$ cat config.mk
export PLATFORM = sky130hd
export DESIGN_NAME = hwm_pin_ctrl
export DESIGN_NICKNAME = d
export VERILOG_FILES = /design/src/hwm_pkg.sv /design/src/hwm_sync.sv /design/src/hwm_smb_slave.sv /design/src/hwm_pin_ctrl.sv
export SDC_FILE = /design/constraint.sdc
export NUM_CORES = 1
export LEC_CHECK = 0
export BUFFER_PORTS_ARGS = -buffer_cell sky130_fd_sc_hd__clkbuf_2
export CAP_MARGIN = 20
export CORE_AREA = 2 2 176 178
export CTS_BUF_LIST = sky130_fd_sc_hd__clkbuf_4 sky130_fd_sc_hd__clkbuf_8 sky130_fd_sc_hd__clkbuf_16
export CTS_CLUSTER_SIZE = 14
export DETAILED_ROUTE_END_ITERATION = 8
export DIE_AREA = 0 0 178 180
export PLACE_DENSITY = 0.62
export SETUP_SLACK_MARGIN = 0.5
export SLEW_MARGIN = 15
export SYNTH_ARGS = -nofsm -noshare
export SYNTH_HDL_FRONTEND = slang
export SYNTH_SLANG_ARGS = --single-unit
$ cat constraint.sdc
create_clock -name ref_clk_i -period 2.7 [get_ports ref_clk_i]
set_input_delay 0.54 -clock ref_clk_i [delete_from_list [all_inputs] [get_ports ref_clk_i]]
set_output_delay 0.54 -clock ref_clk_i [all_outputs]
set_load 0.005 [all_outputs]
$ cat src/hwm_pkg.sv
// constants, register map and carrier types for the hardware monitor pins
`default_nettype none
package hwm_pkg;
   // ***********************************
   // register offsets
   // ***********************************
   localparam logic [7:0] ADC_RES_BASE = 8'h20;
   localparam logic [7:0] TEMP_MSB_ADDR = 8'h27;
   localparam logic [7:0] TEMP_LSB_ADDR = 8'h28;
   localparam logic [7:0] ADC_LIM_BASE = 8'h2b;
   localparam logic [7:0] TEMP_HI_ADDR = 8'h39;
   localparam logic [7:0] TEMP_CRIT_ADDR = 8'h3a;
   localparam logic [7:0] CFG_ADDR = 8'h40;
   localparam logic [7:0] STATUS_ADDR = 8'h41;
   localparam logic [7:0] MASK_ADDR = 8'h43;
   localparam logic [7:0] CI_CLR_ADDR = 8'h46;
   localparam logic [7:0] TCFG_ADDR = 8'h4b;
   // ***********************************
   // field positions
   // ***********************************
   localparam int CFG_START_BIT = 0;
   localparam int CFG_INT_EN_BIT = 1;
   localparam int CFG_CI_CLR_BIT = 6;
   localparam int CI_CLR_BIT = 7;
   localparam int TCFG_RES12_BIT = 0;
   localparam int TCFG_CRIT_MASK_BIT = 1;
   localparam int ST_TEMP_BIT = 6;
   localparam int ST_INTR_BIT = 7;
   // ***********************************
   // sizes and reset values
   // ***********************************
   localparam int N_ADC = 6;
   localparam int ADC_BITS = 8;
   localparam int TEMP_BITS = 12;
   localparam int TEMP_LOW_BITS = 3;
   localparam logic [7:0] CFG_RST = 8'h00;
   localparam logic [7:0] MASK_RST = 8'h00;
   localparam logic [7:0] TCFG_RST = 8'h00;
   localparam logic [7:0] ADC_LIM_RST = 8'hff;
   localparam logic [7:0] TEMP_HI_RST = 8'h46;
   localparam logic [7:0] TEMP_CRIT_RST = 8'h50;
   localparam logic [4:0] SLAVE_BASE_DEF = 5'h0a;
   // ***********************************
   // timing
   // ***********************************
   localparam int CLK_MHZ = 125;
   localparam int CLR_TIME_US = 20000;
   localparam int CLR_CYC = CLR_TIME_US * CLK_MHZ;
   localparam int CLR_W = $clog2(CLR_CYC + 1);
   // ***********************************
   // carriers
   // ***********************************
   typedef struct packed {
      logic en;
      logic [7:0] addr;
      logic [7:0] data;
   } hwm_wr_s;
   typedef struct packed {
      logic scl;
      logic sda;
   } hwm_smb_s;
endpackage
`default_nettype wire

$ cat src/hwm_sync.sv
// three-flop pin synchroniser with agreement filter
`timescale 1ns/10ps
`default_nettype none
module hwm_sync #(
   parameter int WIDTH = 1
) (
   // clock and reset
   input wire logic ref_clk_i,
   input wire logic reset_i,
   // pins and filtered levels
   input wire logic [WIDTH-1:0] pin_i,
   output logic [WIDTH-1:0] level_o
);
   logic [WIDTH-1:0] s1_q, s2_q, s3_q, lvl_q, lvl_d;

   // change taken once second and third flops agree
   always_comb
   begin
      lvl_d = lvl_q;
      for (int i = 0; i < WIDTH; i++)
      begin
         if (s2_q[i] == s3_q[i])
            lvl_d[i] = s3_q[i];
      end
   end

   always_ff @(posedge ref_clk_i)
   begin
      s1_q <= pin_i;
      s2_q <= s1_q;
      s3_q <= s2_q;
      if (reset_i)
         lvl_q <= '0;
      else
         lvl_q <= lvl_d;
   end

   assign level_o = lvl_q;
endmodule // hwm_sync
`default_nettype wire

$ cat src/hwm_smb_slave.sv
// serial two-wire slave: address, pointer, register write and read
`timescale 1ns/10ps
`default_nettype none
module hwm_smb_slave (
   // clock and reset
   input wire logic ref_clk_i,
   input wire logic reset_i,
   // filtered bus levels and own address
   input wire hwm_pkg::hwm_smb_s bus_i,
   input wire logic [6:0] dev_addr_i,
   // register port
   input wire logic [7:0] rd_data_i,
   output hwm_pkg::hwm_wr_s wr_o,
   output logic [7:0] rd_addr_o,
   output logic rd_ack_o,
   // data line drive
   output logic sda_o,
   output logic sda_oe_n_o
);
   typedef enum {S_IDLE, S_RX, S_ACK, S_TX, S_RACK} hwm_smb_st_e;
   hwm_smb_st_e st_q, st_d;
   logic scl_q, sda_q, rw_q, rw_d, first_q, first_d, pset_q, pset_d;
   logic drv_q, drv_d, rdack_q, rdack_d;
   logic [3:0] cnt_q, cnt_d;
   logic [7:0] sh_q, sh_d, ptr_q, ptr_d;
   hwm_pkg::hwm_wr_s wr_q, wr_d;
   logic rise, fall, start, stop;

   assign rise = bus_i.scl & ~scl_q;
   assign fall = ~bus_i.scl & scl_q;
   assign start = scl_q & bus_i.scl & sda_q & ~bus_i.sda;
   assign stop = scl_q & bus_i.scl & ~sda_q & bus_i.sda;

   // ***********************************
   // byte engine
   // ***********************************
   always_comb
   begin
      st_d = st_q;
      cnt_d = cnt_q;
      sh_d = sh_q;
      rw_d = rw_q;
      first_d = first_q;
      pset_d = pset_q;
      ptr_d = ptr_q;
      drv_d = drv_q;
      wr_d = '0;
      rdack_d = 1'b0;
      if (start)
      begin
         st_d = S_RX;
         cnt_d = 4'h0;
         first_d = 1'b1;
         pset_d = 1'b0;
         drv_d = 1'b0;
      end
      else if (stop)
      begin
         st_d = S_IDLE;
         drv_d = 1'b0;
      end
      else
      begin
         unique case (st_q)
            S_IDLE: ;
            S_RX:
               if (rise)
               begin
                  sh_d = {sh_q[6:0], bus_i.sda};
                  cnt_d = cnt_q + 4'h1;
               end
               else if (fall && cnt_q == 4'h8)
               begin
                  st_d = S_ACK;
                  drv_d = 1'b1;
                  if (first_q)
                  begin
                     first_d = 1'b0;
                     rw_d = sh_q[0];
                     if (sh_q[7:1] != dev_addr_i)
                     begin
                        st_d = S_IDLE;
                        drv_d = 1'b0;
                     end
                  end
                  else if (!pset_q)
                  begin
                     ptr_d = sh_q;
                     pset_d = 1'b1;
                  end
                  else
                  begin
                     wr_d.en = 1'b1;
                     wr_d.addr = ptr_q;
                     wr_d.data = sh_q;
                     ptr_d = ptr_q + 8'h01;
                  end
               end
            S_ACK:
               if (fall)
               begin
                  cnt_d = 4'h0;
                  st_d = rw_q ? S_TX : S_RX;
                  drv_d = rw_q & ~rd_data_i[7];
                  if (rw_q)
                  begin
                     sh_d = rd_data_i;
                     rdack_d = 1'b1;
                  end
               end
            S_TX:
               if (rise)
                  cnt_d = cnt_q + 4'h1;
               else if (fall && cnt_q == 4'h8)
               begin
                  st_d = S_RACK;
                  drv_d = 1'b0;
               end
               else if (fall)
                  drv_d = ~sh_q[3'h7 - cnt_q[2:0]];
            S_RACK:
               if (rise && bus_i.sda)
                  st_d = S_IDLE;
               else if (rise)
                  ptr_d = ptr_q + 8'h01;
               else if (fall)
               begin
                  st_d = S_TX;
                  cnt_d = 4'h0;
                  sh_d = rd_data_i;
                  rdack_d = 1'b1;
                  drv_d = ~rd_data_i[7];
               end
         endcase
      end
   end

   always_ff @(posedge ref_clk_i)
   begin
      if (reset_i)
      begin
         st_q <= S_IDLE;
         scl_q <= 1'b1;
         sda_q <= 1'b1;
         cnt_q <= 4'h0;
         sh_q <= 8'h00;
         rw_q <= 1'b0;
         first_q <= 1'b0;
         pset_q <= 1'b0;
         ptr_q <= 8'h00;
         drv_q <= 1'b0;
         wr_q <= '0;
         rdack_q <= 1'b0;
      end
      else
      begin
         st_q <= st_d;
         scl_q <= bus_i.scl;
         sda_q <= bus_i.sda;
         cnt_q <= cnt_d;
         sh_q <= sh_d;
         rw_q <= rw_d;
         first_q <= first_d;
         pset_q <= pset_d;
         ptr_q <= ptr_d;
         drv_q <= drv_d;
         wr_q <= wr_d;
         rdack_q <= rdack_d;
      end
   end

   assign wr_o = wr_q;
   assign rd_addr_o = ptr_q;
   assign rd_ack_o = rdack_q;
   assign sda_o = 1'b0;
   assign sda_oe_n_o = ~drv_q;
endmodule // hwm_smb_slave
`default_nettype wire

$ cat src/hwm_pin_ctrl.sv
// pin control, limit checking and alarms of the hardware monitor
`timescale 1ns/10ps
`default_nettype none
module hwm_pin_ctrl #(
   parameter int CLR_CYC = hwm_pkg::CLR_CYC,
   parameter logic [4:0] SLAVE_BASE = hwm_pkg::SLAVE_BASE_DEF
) (
   // clock and reset
   input wire logic ref_clk_i,
   input wire logic reset_i,
   // serial bus
   input wire logic smb_clk_i,
   input wire logic smb_data_i,
   output logic smb_data_o,
   output logic smb_data_oe_n_o,
   // address straps and test
   input wire logic addr_strap_low_i,
   output logic addr_strap_low_o,
   output logic addr_strap_low_oe_n_o,
   input wire logic addr_strap_high_i,
   input wire logic connectivity_test_mode_in_i,
   // chassis intrusion
   input wire logic chassis_intrusion_line_i,
   output logic chassis_intrusion_line_o,
   output logic chassis_intrusion_line_oe_n_o,
   // alarms
   output logic int_n_o,
   output logic int_oe_n_o,
   output logic critical_temp_alarm_n_o,
   output logic critical_temp_alarm_oe_n_o,
   // converter results
   input wire logic [hwm_pkg::TEMP_BITS-1:0] temp_result_i,
   input wire logic temp_valid_i,
   input wire logic [hwm_pkg::N_ADC*hwm_pkg::ADC_BITS-1:0] adc_result_i,
   input wire logic adc_valid_i
);
   localparam int NA = hwm_pkg::N_ADC;
   localparam int CW = hwm_pkg::CLR_W;

   // ***********************************
   // pin sampling and serial slave
   // ***********************************
   logic [5:0] lvl;
   logic s_scl, s_sda, s_lo, s_hi, s_test, s_ci;
   hwm_pkg::hwm_wr_s wr;
   logic [7:0] rd_addr, rd_data;
   logic rd_ack;
   logic [6:0] dev_addr;

   hwm_sync #(
      .WIDTH(6)
   ) u_sync (
      .ref_clk_i(ref_clk_i),
      .reset_i(reset_i),
      .pin_i({smb_clk_i, smb_data_i, addr_strap_low_i, addr_strap_high_i,
              connectivity_test_mode_in_i, chassis_intrusion_line_i}),
      .level_o(lvl)
   );
   assign {s_scl, s_sda, s_lo, s_hi, s_test, s_ci} = lvl;

   hwm_smb_slave u_slave (
      .ref_clk_i(ref_clk_i),
      .reset_i(reset_i),
      .bus_i('{scl: s_scl, sda: s_sda}),
      .dev_addr_i(dev_addr),
      .rd_data_i(rd_data),
      .wr_o(wr),
      .rd_addr_o(rd_addr),
      .rd_ack_o(rd_ack),
      .sda_o(smb_data_o),
      .sda_oe_n_o(smb_data_oe_n_o)
   );

   function automatic logic lim_hit(input logic [7:0] a);
      lim_hit = a >= hwm_pkg::ADC_LIM_BASE &&
                a < hwm_pkg::ADC_LIM_BASE + 8'(NA);
   endfunction

   function automatic logic res_hit(input logic [7:0] a);
      res_hit = a >= hwm_pkg::ADC_RES_BASE &&
                a < hwm_pkg::ADC_RES_BASE + 8'(NA);
   endfunction

   // ***********************************
   // register file
   // ***********************************
   logic [7:0] cfg_q, cfg_d, mask_q, mask_d, tcfg_q, tcfg_d;
   logic [7:0] status_q, status_d, hi_q, hi_d, crit_q, crit_d;
   logic [6:0] ciclr_q, ciclr_d;
   logic [7:0] lim_q [NA];
   logic [7:0] lim_d [NA];
   logic [CW-1:0] clr_q, clr_d;
   logic busy, clr_start, st_rd;
   logic [7:0] viol;
   logic [7:0] adc_q [NA];
   logic [7:0] adc_d [NA];
   logic [11:0] temp_q, temp_d;

   assign busy = clr_q != '0;
   assign st_rd = rd_ack && rd_addr == hwm_pkg::STATUS_ADDR;
   assign clr_start = !busy && wr.en &&
      ((wr.addr == hwm_pkg::CFG_ADDR && wr.data[hwm_pkg::CFG_CI_CLR_BIT]) ||
       (wr.addr == hwm_pkg::CI_CLR_ADDR && wr.data[hwm_pkg::CI_CLR_BIT]));

   always_comb
   begin
      viol = 8'h00;
      for (int i = 0; i < NA; i++)
         viol[i] = adc_q[i] > lim_q[i];
      viol[hwm_pkg::ST_TEMP_BIT] =
         $signed(temp_q[11:4]) > $signed(hi_q);
      viol = viol & {8{cfg_q[hwm_pkg::CFG_START_BIT]}};
   end

   always_comb
   begin
      cfg_d = cfg_q;
      mask_d = mask_q;
      tcfg_d = tcfg_q;
      hi_d = hi_q;
      crit_d = crit_q;
      ciclr_d = ciclr_q;
      lim_d = lim_q;
      clr_d = busy ? clr_q - CW'(1) : clr_q;
      if (clr_start)
         clr_d = CW'(CLR_CYC);
      if (wr.en)
      begin
         unique case (wr.addr)
            hwm_pkg::CFG_ADDR:
            begin
               cfg_d = wr.data;
               cfg_d[hwm_pkg::CFG_CI_CLR_BIT] = 1'b0;
            end
            hwm_pkg::MASK_ADDR: mask_d = wr.data;
            hwm_pkg::TCFG_ADDR: tcfg_d = wr.data;
            hwm_pkg::TEMP_HI_ADDR: hi_d = wr.data;
            hwm_pkg::TEMP_CRIT_ADDR: crit_d = wr.data;
            hwm_pkg::CI_CLR_ADDR: ciclr_d = wr.data[6:0];
            default:
               if (lim_hit(wr.addr))
                  lim_d[3'(wr.addr - hwm_pkg::ADC_LIM_BASE)] = wr.data;
         endcase
      end
      // sticky flags: a new event beats a clear in the same cycle
      status_d = (status_q & ~{1'b0, {7{st_rd}}}) | viol;
      status_d[hwm_pkg::ST_INTR_BIT] =
         (status_q[hwm_pkg::ST_INTR_BIT] & ~clr_start) | (s_ci & ~busy);
   end

   always_ff @(posedge ref_clk_i)
   begin
      if (reset_i)
      begin
         cfg_q <= hwm_pkg::CFG_RST;
         mask_q <= hwm_pkg::MASK_RST;
         tcfg_q <= hwm_pkg::TCFG_RST;
         hi_q <= hwm_pkg::TEMP_HI_RST;
         crit_q <= hwm_pkg::TEMP_CRIT_RST;
         ciclr_q <= 7'h00;
         status_q <= 8'h00;
         clr_q <= '0;
         for (int i = 0; i < NA; i++)
            lim_q[i] <= hwm_pkg::ADC_LIM_RST;
      end
      else
      begin
         cfg_q <= cfg_d;
         mask_q <= mask_d;
         tcfg_q <= tcfg_d;
         hi_q <= hi_d;
         crit_q <= crit_d;
         ciclr_q <= ciclr_d;
         status_q <= status_d;
         clr_q <= clr_d;
         lim_q <= lim_d;
      end
   end

   // read mux
   always_comb
   begin
      rd_data = 8'h00;
      unique case (rd_addr)
         hwm_pkg::CFG_ADDR: rd_data = cfg_q | {1'b0, busy, 6'h00};
         hwm_pkg::STATUS_ADDR: rd_data = status_q;
         hwm_pkg::MASK_ADDR: rd_data = mask_q;
         hwm_pkg::TCFG_ADDR: rd_data = tcfg_q;
         hwm_pkg::TEMP_HI_ADDR: rd_data = hi_q;
         hwm_pkg::TEMP_CRIT_ADDR: rd_data = crit_q;
         hwm_pkg::CI_CLR_ADDR: rd_data = {busy, ciclr_q};
         hwm_pkg::TEMP_MSB_ADDR: rd_data = temp_q[11:4];
         hwm_pkg::TEMP_LSB_ADDR: rd_data = {temp_q[3:0], 4'h0};
         default:
            if (res_hit(rd_addr))
               rd_data = adc_q[3'(rd_addr - hwm_pkg::ADC_RES_BASE)];
            else if (lim_hit(rd_addr))
               rd_data = lim_q[3'(rd_addr - hwm_pkg::ADC_LIM_BASE)];
      endcase
   end

   // ***********************************
   // results, straps and alarm pins
   // ***********************************
   logic [1:0] strap_q, strap_d;
   logic test_q, nand_q, nand_d, int_q, int_d, tcrit_q, tcrit_d;

   always_comb
   begin
      adc_d = adc_q;
      temp_d = temp_q;
      if (adc_valid_i)
         for (int i = 0; i < NA; i++)
            adc_d[i] = adc_result_i[i*8 +: 8];
      if (temp_valid_i)
      begin
         temp_d = temp_result_i;
         if (!tcfg_q[hwm_pkg::TCFG_RES12_BIT])
            temp_d[hwm_pkg::TEMP_LOW_BITS-1:0] = '0;
      end
      strap_d = test_q ? strap_q : {s_hi, s_lo};
      nand_d = ~(s_hi & s_scl);
      nand_d = ~(nand_d & s_sda);
      nand_d = ~(nand_d & s_ci);
      int_d = cfg_q[hwm_pkg::CFG_INT_EN_BIT] && |(status_q & ~mask_q);
      tcrit_d = cfg_q[hwm_pkg::CFG_START_BIT] &&
         !tcfg_q[hwm_pkg::TCFG_CRIT_MASK_BIT] &&
         $signed(temp_q[11:4]) >= $signed(crit_q);
   end

   always_ff @(posedge ref_clk_i)
   begin
      if (reset_i)
      begin
         temp_q <= 12'h000;
         strap_q <= 2'h0;
         test_q <= 1'b0;
         nand_q <= 1'b1;
         int_q <= 1'b0;
         tcrit_q <= 1'b0;
         for (int i = 0; i < NA; i++)
            adc_q[i] <= 8'h00;
      end
      else
      begin
         adc_q <= adc_d;
         temp_q <= temp_d;
         strap_q <= strap_d;
         test_q <= s_test;
         nand_q <= nand_d;
         int_q <= int_d;
         tcrit_q <= tcrit_d;
      end
   end

   assign dev_addr = {SLAVE_BASE, strap_q};
   assign addr_strap_low_o = nand_q;
   assign addr_strap_low_oe_n_o = ~test_q;
   assign chassis_intrusion_line_o = 1'b0;
   assign chassis_intrusion_line_oe_n_o = ~busy;
   assign int_n_o = 1'b0;
   assign int_oe_n_o = ~int_q;
   assign critical_temp_alarm_n_o = 1'b0;
   assign critical_temp_alarm_oe_n_o = ~tcrit_q;

   // ***********************************
   // checks
   // ***********************************
   logic [CW-1:0] len_q;
   always_ff @(posedge ref_clk_i)
      len_q <= (reset_i || !busy) ? '0 : len_q + CW'(1);
endmodule // hwm_pin_ctrl
`default_nettype wire

# ---- Word level (Yosys, flattened, before mapping)
# Cells that the tools add are included.
dict set report classes {
  n_addsub 7
  n_lt_le_gt_ge 19
  n_eq_ne 52
  n_mux 74
  n_bitwise 47
  n_reduce_logical 50
}
# cell n
set ops {}
lappend ops {{$mux W32} 9}
lappend ops {{$mux W8} 19}
lappend ops {{$pmux W32 S4} 1}
lappend ops {{$eq A8 B7 Y1 const B} 9}
lappend ops {{$pmux W8 S9} 1}
lappend ops {{$eq A32 B2 Y1 const B} 2}
lappend ops {{$gt A8 B8 Y1} 7}
lappend ops {{$bmux W8 S3} 2}
lappend ops {{$bwmux W48} 1}
lappend ops {{$eq A8 B6 Y1 const B} 6}
lappend ops {{$mux W22} 2}
lappend ops {{$eq A32 B1 Y1 const B} 1}
lappend ops {{$eq A32 B3 Y1 const B} 1}
lappend ops {{$demux W8 S3} 1}
lappend ops {{$ge A8 B6 Y1 const B} 3}
lappend ops {{$lt A8 B6 Y1 const B} 3}
lappend ops {{$mux W1} 24}
lappend ops {{$pmux W8 S3} 1}
lappend ops {{$reduce_and A8 Y1} 3}
lappend ops {{$not A1 Y1} 23}
lappend ops {{$reduce_bool A22 Y1} 1}
lappend ops {{$sub A22 B1 Y22 const B} 1}
lappend ops {{$ne A2 B1 Y1 const B} 9}
lappend ops {{$reduce_and A9 Y1} 2}
lappend ops {{other kinds (54)} 117}
dict set report word_totals {
  ff_bits 290
  input_bits 70
  out_inout_bits 10
  elab_cells 300
}

# ---- Longest topological paths before layout
dict set report depth {
  ltp_word 13
  ltp_mapped 12
}

# ---- Cells and area by module
# A second synthesis with hierarchy kept.
dict set report unflattened {
  cells_unflattened 1477
  area_unflattened_um2 13476.7
}
# module instances cells_per_inst area_per_inst_um2 seq_area_each_um2
set by_module_without_submodules {}
lappend by_module_without_submodules {hwm_pin_ctrl 1 1185 10593.9 3803.6}
lappend by_module_without_submodules {hwm_smb_slave 1 250 2319.7 940.9}
lappend by_module_without_submodules {hwm_sync 1 42 563.0 480.5}

# ---- Least setup slack after synthesis
# OpenSTA, ideal clock, no wires.
dict set report synth_timing {
  path_type {reg2reg}
  startpoint {register u_slave.ptr_q[0] (netlist: u_slave.rd_addr_o[0])}
  endpoint {register u_slave.sh_q[2]}
  arrival_ns 2.313
  required_time_ns 2.577
  setup_slack_ns 0.264
  path_stages_with_launch 12
  n_path_buf 4
  path_cell_list {dfxtp_1 buf_6 buf_8 inv_1 ha_1 clkbuf_1 clkbuf_1 nor3_1 a21oi_1 o22ai_1 a2111oi_2 o21ai_1}
}
dict set report synth_via {
  elab_chain_len 12
}
# element line
set synth_lines {}
lappend synth_lines {{from (decl)} hwm_smb_slave.sv:25} ;# logic [7:0] sh_q, sh_d, ptr_q, ptr_d;
lappend synth_lines {{from (signal assigned)} hwm_smb_slave.sv:165} ;# ptr_q <= ptr_d;
lappend synth_lines {{$sub A3 B2 Y3} hwm_pin_ctrl.sv:198} ;# rd_data = lim_q[3'(rd_addr - hwm_pkg::ADC_LIM_BASE)];
lappend synth_lines {{$not A3 Y4 (not written as such)} hwm_pin_ctrl.sv:198}
lappend synth_lines {{$bmux W8 S3} hwm_pin_ctrl.sv:198}
lappend synth_lines {{$mux W8 (not written as such) (2 in series)} hwm_pin_ctrl.sv:198}
lappend synth_lines {{$mux W8} hwm_pin_ctrl.sv:197} ;# else if (lim_hit(rd_addr))
lappend synth_lines {{$mux W8} hwm_pin_ctrl.sv:195} ;# if (res_hit(rd_addr))
lappend synth_lines {{$pmux W8 S9 (*)} hwm_pin_ctrl.sv:184} ;# unique case (rd_addr)
lappend synth_lines {{$mux W8} hwm_smb_slave.sv:126} ;# else if (fall)
lappend synth_lines {{$mux W8} hwm_smb_slave.sv:124} ;# else if (rise)
lappend synth_lines {{$mux W8} hwm_smb_slave.sv:122} ;# if (rise && bus_i.sda)
lappend synth_lines {{$pmux W8 S3 (*)} hwm_smb_slave.sv:64} ;# unique case (st_q)
lappend synth_lines {{to (signal assigned)} hwm_smb_slave.sv:146} ;# sh_q <= 8'h00;
lappend synth_lines {{to (signal assigned)} hwm_smb_slave.sv:161} ;# sh_q <= sh_d;
lappend synth_lines {{to (decl)} hwm_smb_slave.sv:25}
# Mark *: on every way between the ends. The rest lies on a longest branch, timed or not. The select of a mux whose other input is x is not followed.
# A chain may end at the register's enable or synchronous reset.

# ---- Worst setup path after layout
dict set report layout_timing {
  startpoint {register clr_q[8]}
  endpoint {output chassis_intrusion_line_oe_n_o}
}
dict set report layout_via {
  elab_chain_len 2
}
# element line
set layout_lines {}
lappend layout_lines {{from (decl)} hwm_pin_ctrl.sv:92} ;# logic [CW-1:0] clr_q, clr_d;
lappend layout_lines {{from (signal assigned)} hwm_pin_ctrl.sv:175} ;# clr_q <= clr_d;
lappend layout_lines {{$reduce_bool A22 Y1} hwm_pin_ctrl.sv:99} ;# assign busy = clr_q != '0;
lappend layout_lines {{$not A1 Y1} hwm_pin_ctrl.sv:260} ;# assign chassis_intrusion_line_oe_n_o = ~busy;
lappend layout_lines {{to (decl)} hwm_pin_ctrl.sv:25} ;# output logic chassis_intrusion_line_oe_n_o,
# No other way between the ends.

==> summary.txt <==
Status = finished clean
Xor/xnor share of the synthesized area = 1.69%
Worst Hold Class = in -> reg
Worst Skew = 0.0133 ns
Initial DRC count = 872
Drc violations = 0
Critical path peak fanout = 5
First-pass GRT wire length = 58600 um
Starting Density = 44.3%
Mux contribution to synthesized area = 12.9%
Clock-pin slew of the registers on the worst-case setup and hold paths = 0.06 ns
Largest net degree at the start of global routing = 89
CP Class = reg -> out
Area occupied by multi-input gates = 7500 um^2
Main combinational cell family by area after synthesis = simple AND/OR/NAND/NOR gates
# clock sinks = 261
Placed cell areas = 14100 um^2
Overflow after GRT = 0
Die Span Y = 180 um
Setup violators final = 0
Post-Synth Adder-Cell Area = 7.10%
Antenna-violating nets left = 0
GR Util met3 = 3.34%
Final Hold Viols = 0
Worst setup EP type = output pin
CTS H-Tree Depth = 1
Via density = 5.55
Clock buffer depth = 3
Final Critical Period = 2.30 ns
Share of cells above drive strength 1 = 17.4%
Post-Syn Area = 13400 um^2
Tot GR Track Use = 23.3%
Port buffer count = 75
Die W = 178 um
CTS Buf Count = 29
Met1 Use GR = 31.6%
Root Driver = clkbuf_16
CP max-delay cell = dfxtp_4
Number of flops mapped to enable cells by yosys = 0
Simple-Gate Fraction of Synth Area = 18.8%
Initial antenna violation count = 0
Routed wire length = 37700 um
Worst slew pin tran = 0.851 ns
Setup TNS = 0 ns
Vias in the first global route = 10400
Asr flop ratio synth = 0%
Core area = 30200 um^2
Fillers = 2799
Top FF cell, synth = dfxtp_1
Cell row count = 64
Relative slew slack = 43.2%
Synth Area in Compound Gates = 14.1%
WP data arrival = 1.76 ns
DR vias = 10909
Number of synthesis warnings = 0
I/O pins = 80
DP Worst Slack = 0.261 ns
RD Place Congestion = 0.954
CP max stage delay = 0.36 ns
Final Cycle Share = 85.0%
DR WL/cell = 19.2 um
Worst path cell trace = nor4_4 > and3b_2 > nand4bb_4 > clkinv_4 > buf_6
CTS tree = built
Max Slew Vio Count = 0
Layout Nets = 1697
M2 GR Usage = 37.5%
Post-DP HPWL = 26900 um
RSZ-0062 raised after global routing = yes
Critical path required time = 2.16 ns
Gate Count Post-Synth = 1477
Layout Cell Area excl Fill = 15600 um^2
Clock latency on the worst-skew pair = 0.55 ns
Worst setup SP type = flip-flop
DIE AREA = 32000 um^2
Maximum vdd ir drop = 531 uV
GRT Max-Usage Layer = met2
Yosys cell types = 90
Flip-flop and latch area = 5250 um^2
Layout area overhead = 16.2%
Avg Cell Area, Syn = 9.06 um^2
First-pass iteration count of the detailed router = 7
Lkg Pwr = 6.79 nW
Ant. Diodes = 0
Cts-stage hold buffer count = 0
Synthesis-stage register bit count = 261
Proportion of synthesized chip area in sequential cells = 39.0%
Max cap viols = 0
Fmax = 436 MHz
Final setup margin = 0.404 ns
PD cells = 678 nW/um^2
cell families (layout without fill, tap and decap cells):
kind of cell / count (synthesis) / in the layout
XOR/XNOR: 25 / 25
buffers and inverters: 189 / 280
flip-flops: 261 / 261
other: 1 / 4
AND/OR/NAND/NOR: 495 / 495
AO/OA/AOI/OAI: 280 / 280
adder cells (fa/ha/maj): 76 / 76
multiplexers: 150 / 150
worst max-delay path, delay by kind of cell, from the launching register on:
family	cells	cell delay (ns)
and+or+nand+nor	3	0.69
buffers and inverters	2	0.15
DFF	1	0.36
power breakdown:
group	internal, W	switching (W)
logic	0.000940	0.000852
registers	0.00408	0.000265
clock network	0.00279	0.00162
total	0.00780	0.00273
metrics by stage:
stage	total power [W]	hold WS [ns]	std cells	utilization, %
5_1_grt	0.0110	0.0824	1967	51.5
3_5_place_dp	0.00581	0.315	1894	46.7
4_1_cts	0.0104	0.0798	1951	50.6
6_report	0.0105	0.0931	1967	51.5
3_3_place_gp	0.00578	0.312	1894	46.7
2_1_floorplan	0.00544	0.310	1480	-
cell usage after synthesis, drive strengths merged (23+ instances only):
cell type	count	share of area, %
a21oi	75	2.9
nand2	143	4.0
inv	95	2.7
o211ai	32	1.8
nor2b	28	1.3
clkbuf	42	1.2
o21ai	59	2.2
nor3	26	1.2
dfxtp	261	39
and2	23	1.1
nor2	146	4.1
mux2i	126	9.4
buf	50	2.5
ha	76	7.1
nand3	36	1.5
sequential cells by signal, indices dropped and copies added (netlist names), 12 cells and up:
signal	cells
adc_q	48
clr_q	22
lim_q	48
temp_q	12
u_slave.wr_o	17
routing by layer:
layer	part of all wire, %	vias up
met4	3.8	0
met1	45	5145
li1	-	5338
met3	5.3	83
met5	0	-
met2	46	343
layout make-up:
cell class | instances | share of cell area [%]
multi-input cells | 1030 | 48.2
clock buffers | 38 | 5.26
well taps | 396 | 3.19
clock inverters | 13 | 1.58
flip-flops and latches | 261 | 33.7
inverters | 97 | 2.37
repair buffers | 132 | 5.64
cell usage in the layout (no fill, tap or decap), types with 32 or more instances in the layout:
cell type    n
a21oi_1     73
nand2_1    142
ha_1        71
inv_1       94
dfxtp_1    251
nand3_1     34
o21ai_0     48
nor2_1     146
clkbuf_2    73
mux2i_1    126
buf_4       50
o211ai_1    32
timing repair:
action / 4_1_cts / 5_1_grt
endpoints found under the setup margin: 13 / 50
resized for setup: 19 / 35
pin swaps: 5 / 9
buffers inserted: 6 / 16
path summary, 6_finish.rpt:
kind | start | to | slack [ns] | cells after the start
min reg2reg | u_sync.s1_q[3] | u_sync.s2_q[3] | 0.33 | 0
min | chassis_intrusion_line_i | u_sync.s1_q[0] | 0.09 | 1
max reg2reg | u_slave.rd_addr_o[0] | u_slave.sh_q[7] | 0.56 | 7
max | clr_q[8] | chassis_intrusion_line_oe_n_o | 0.40 | 5
Power figures use the tool's default switching activity.
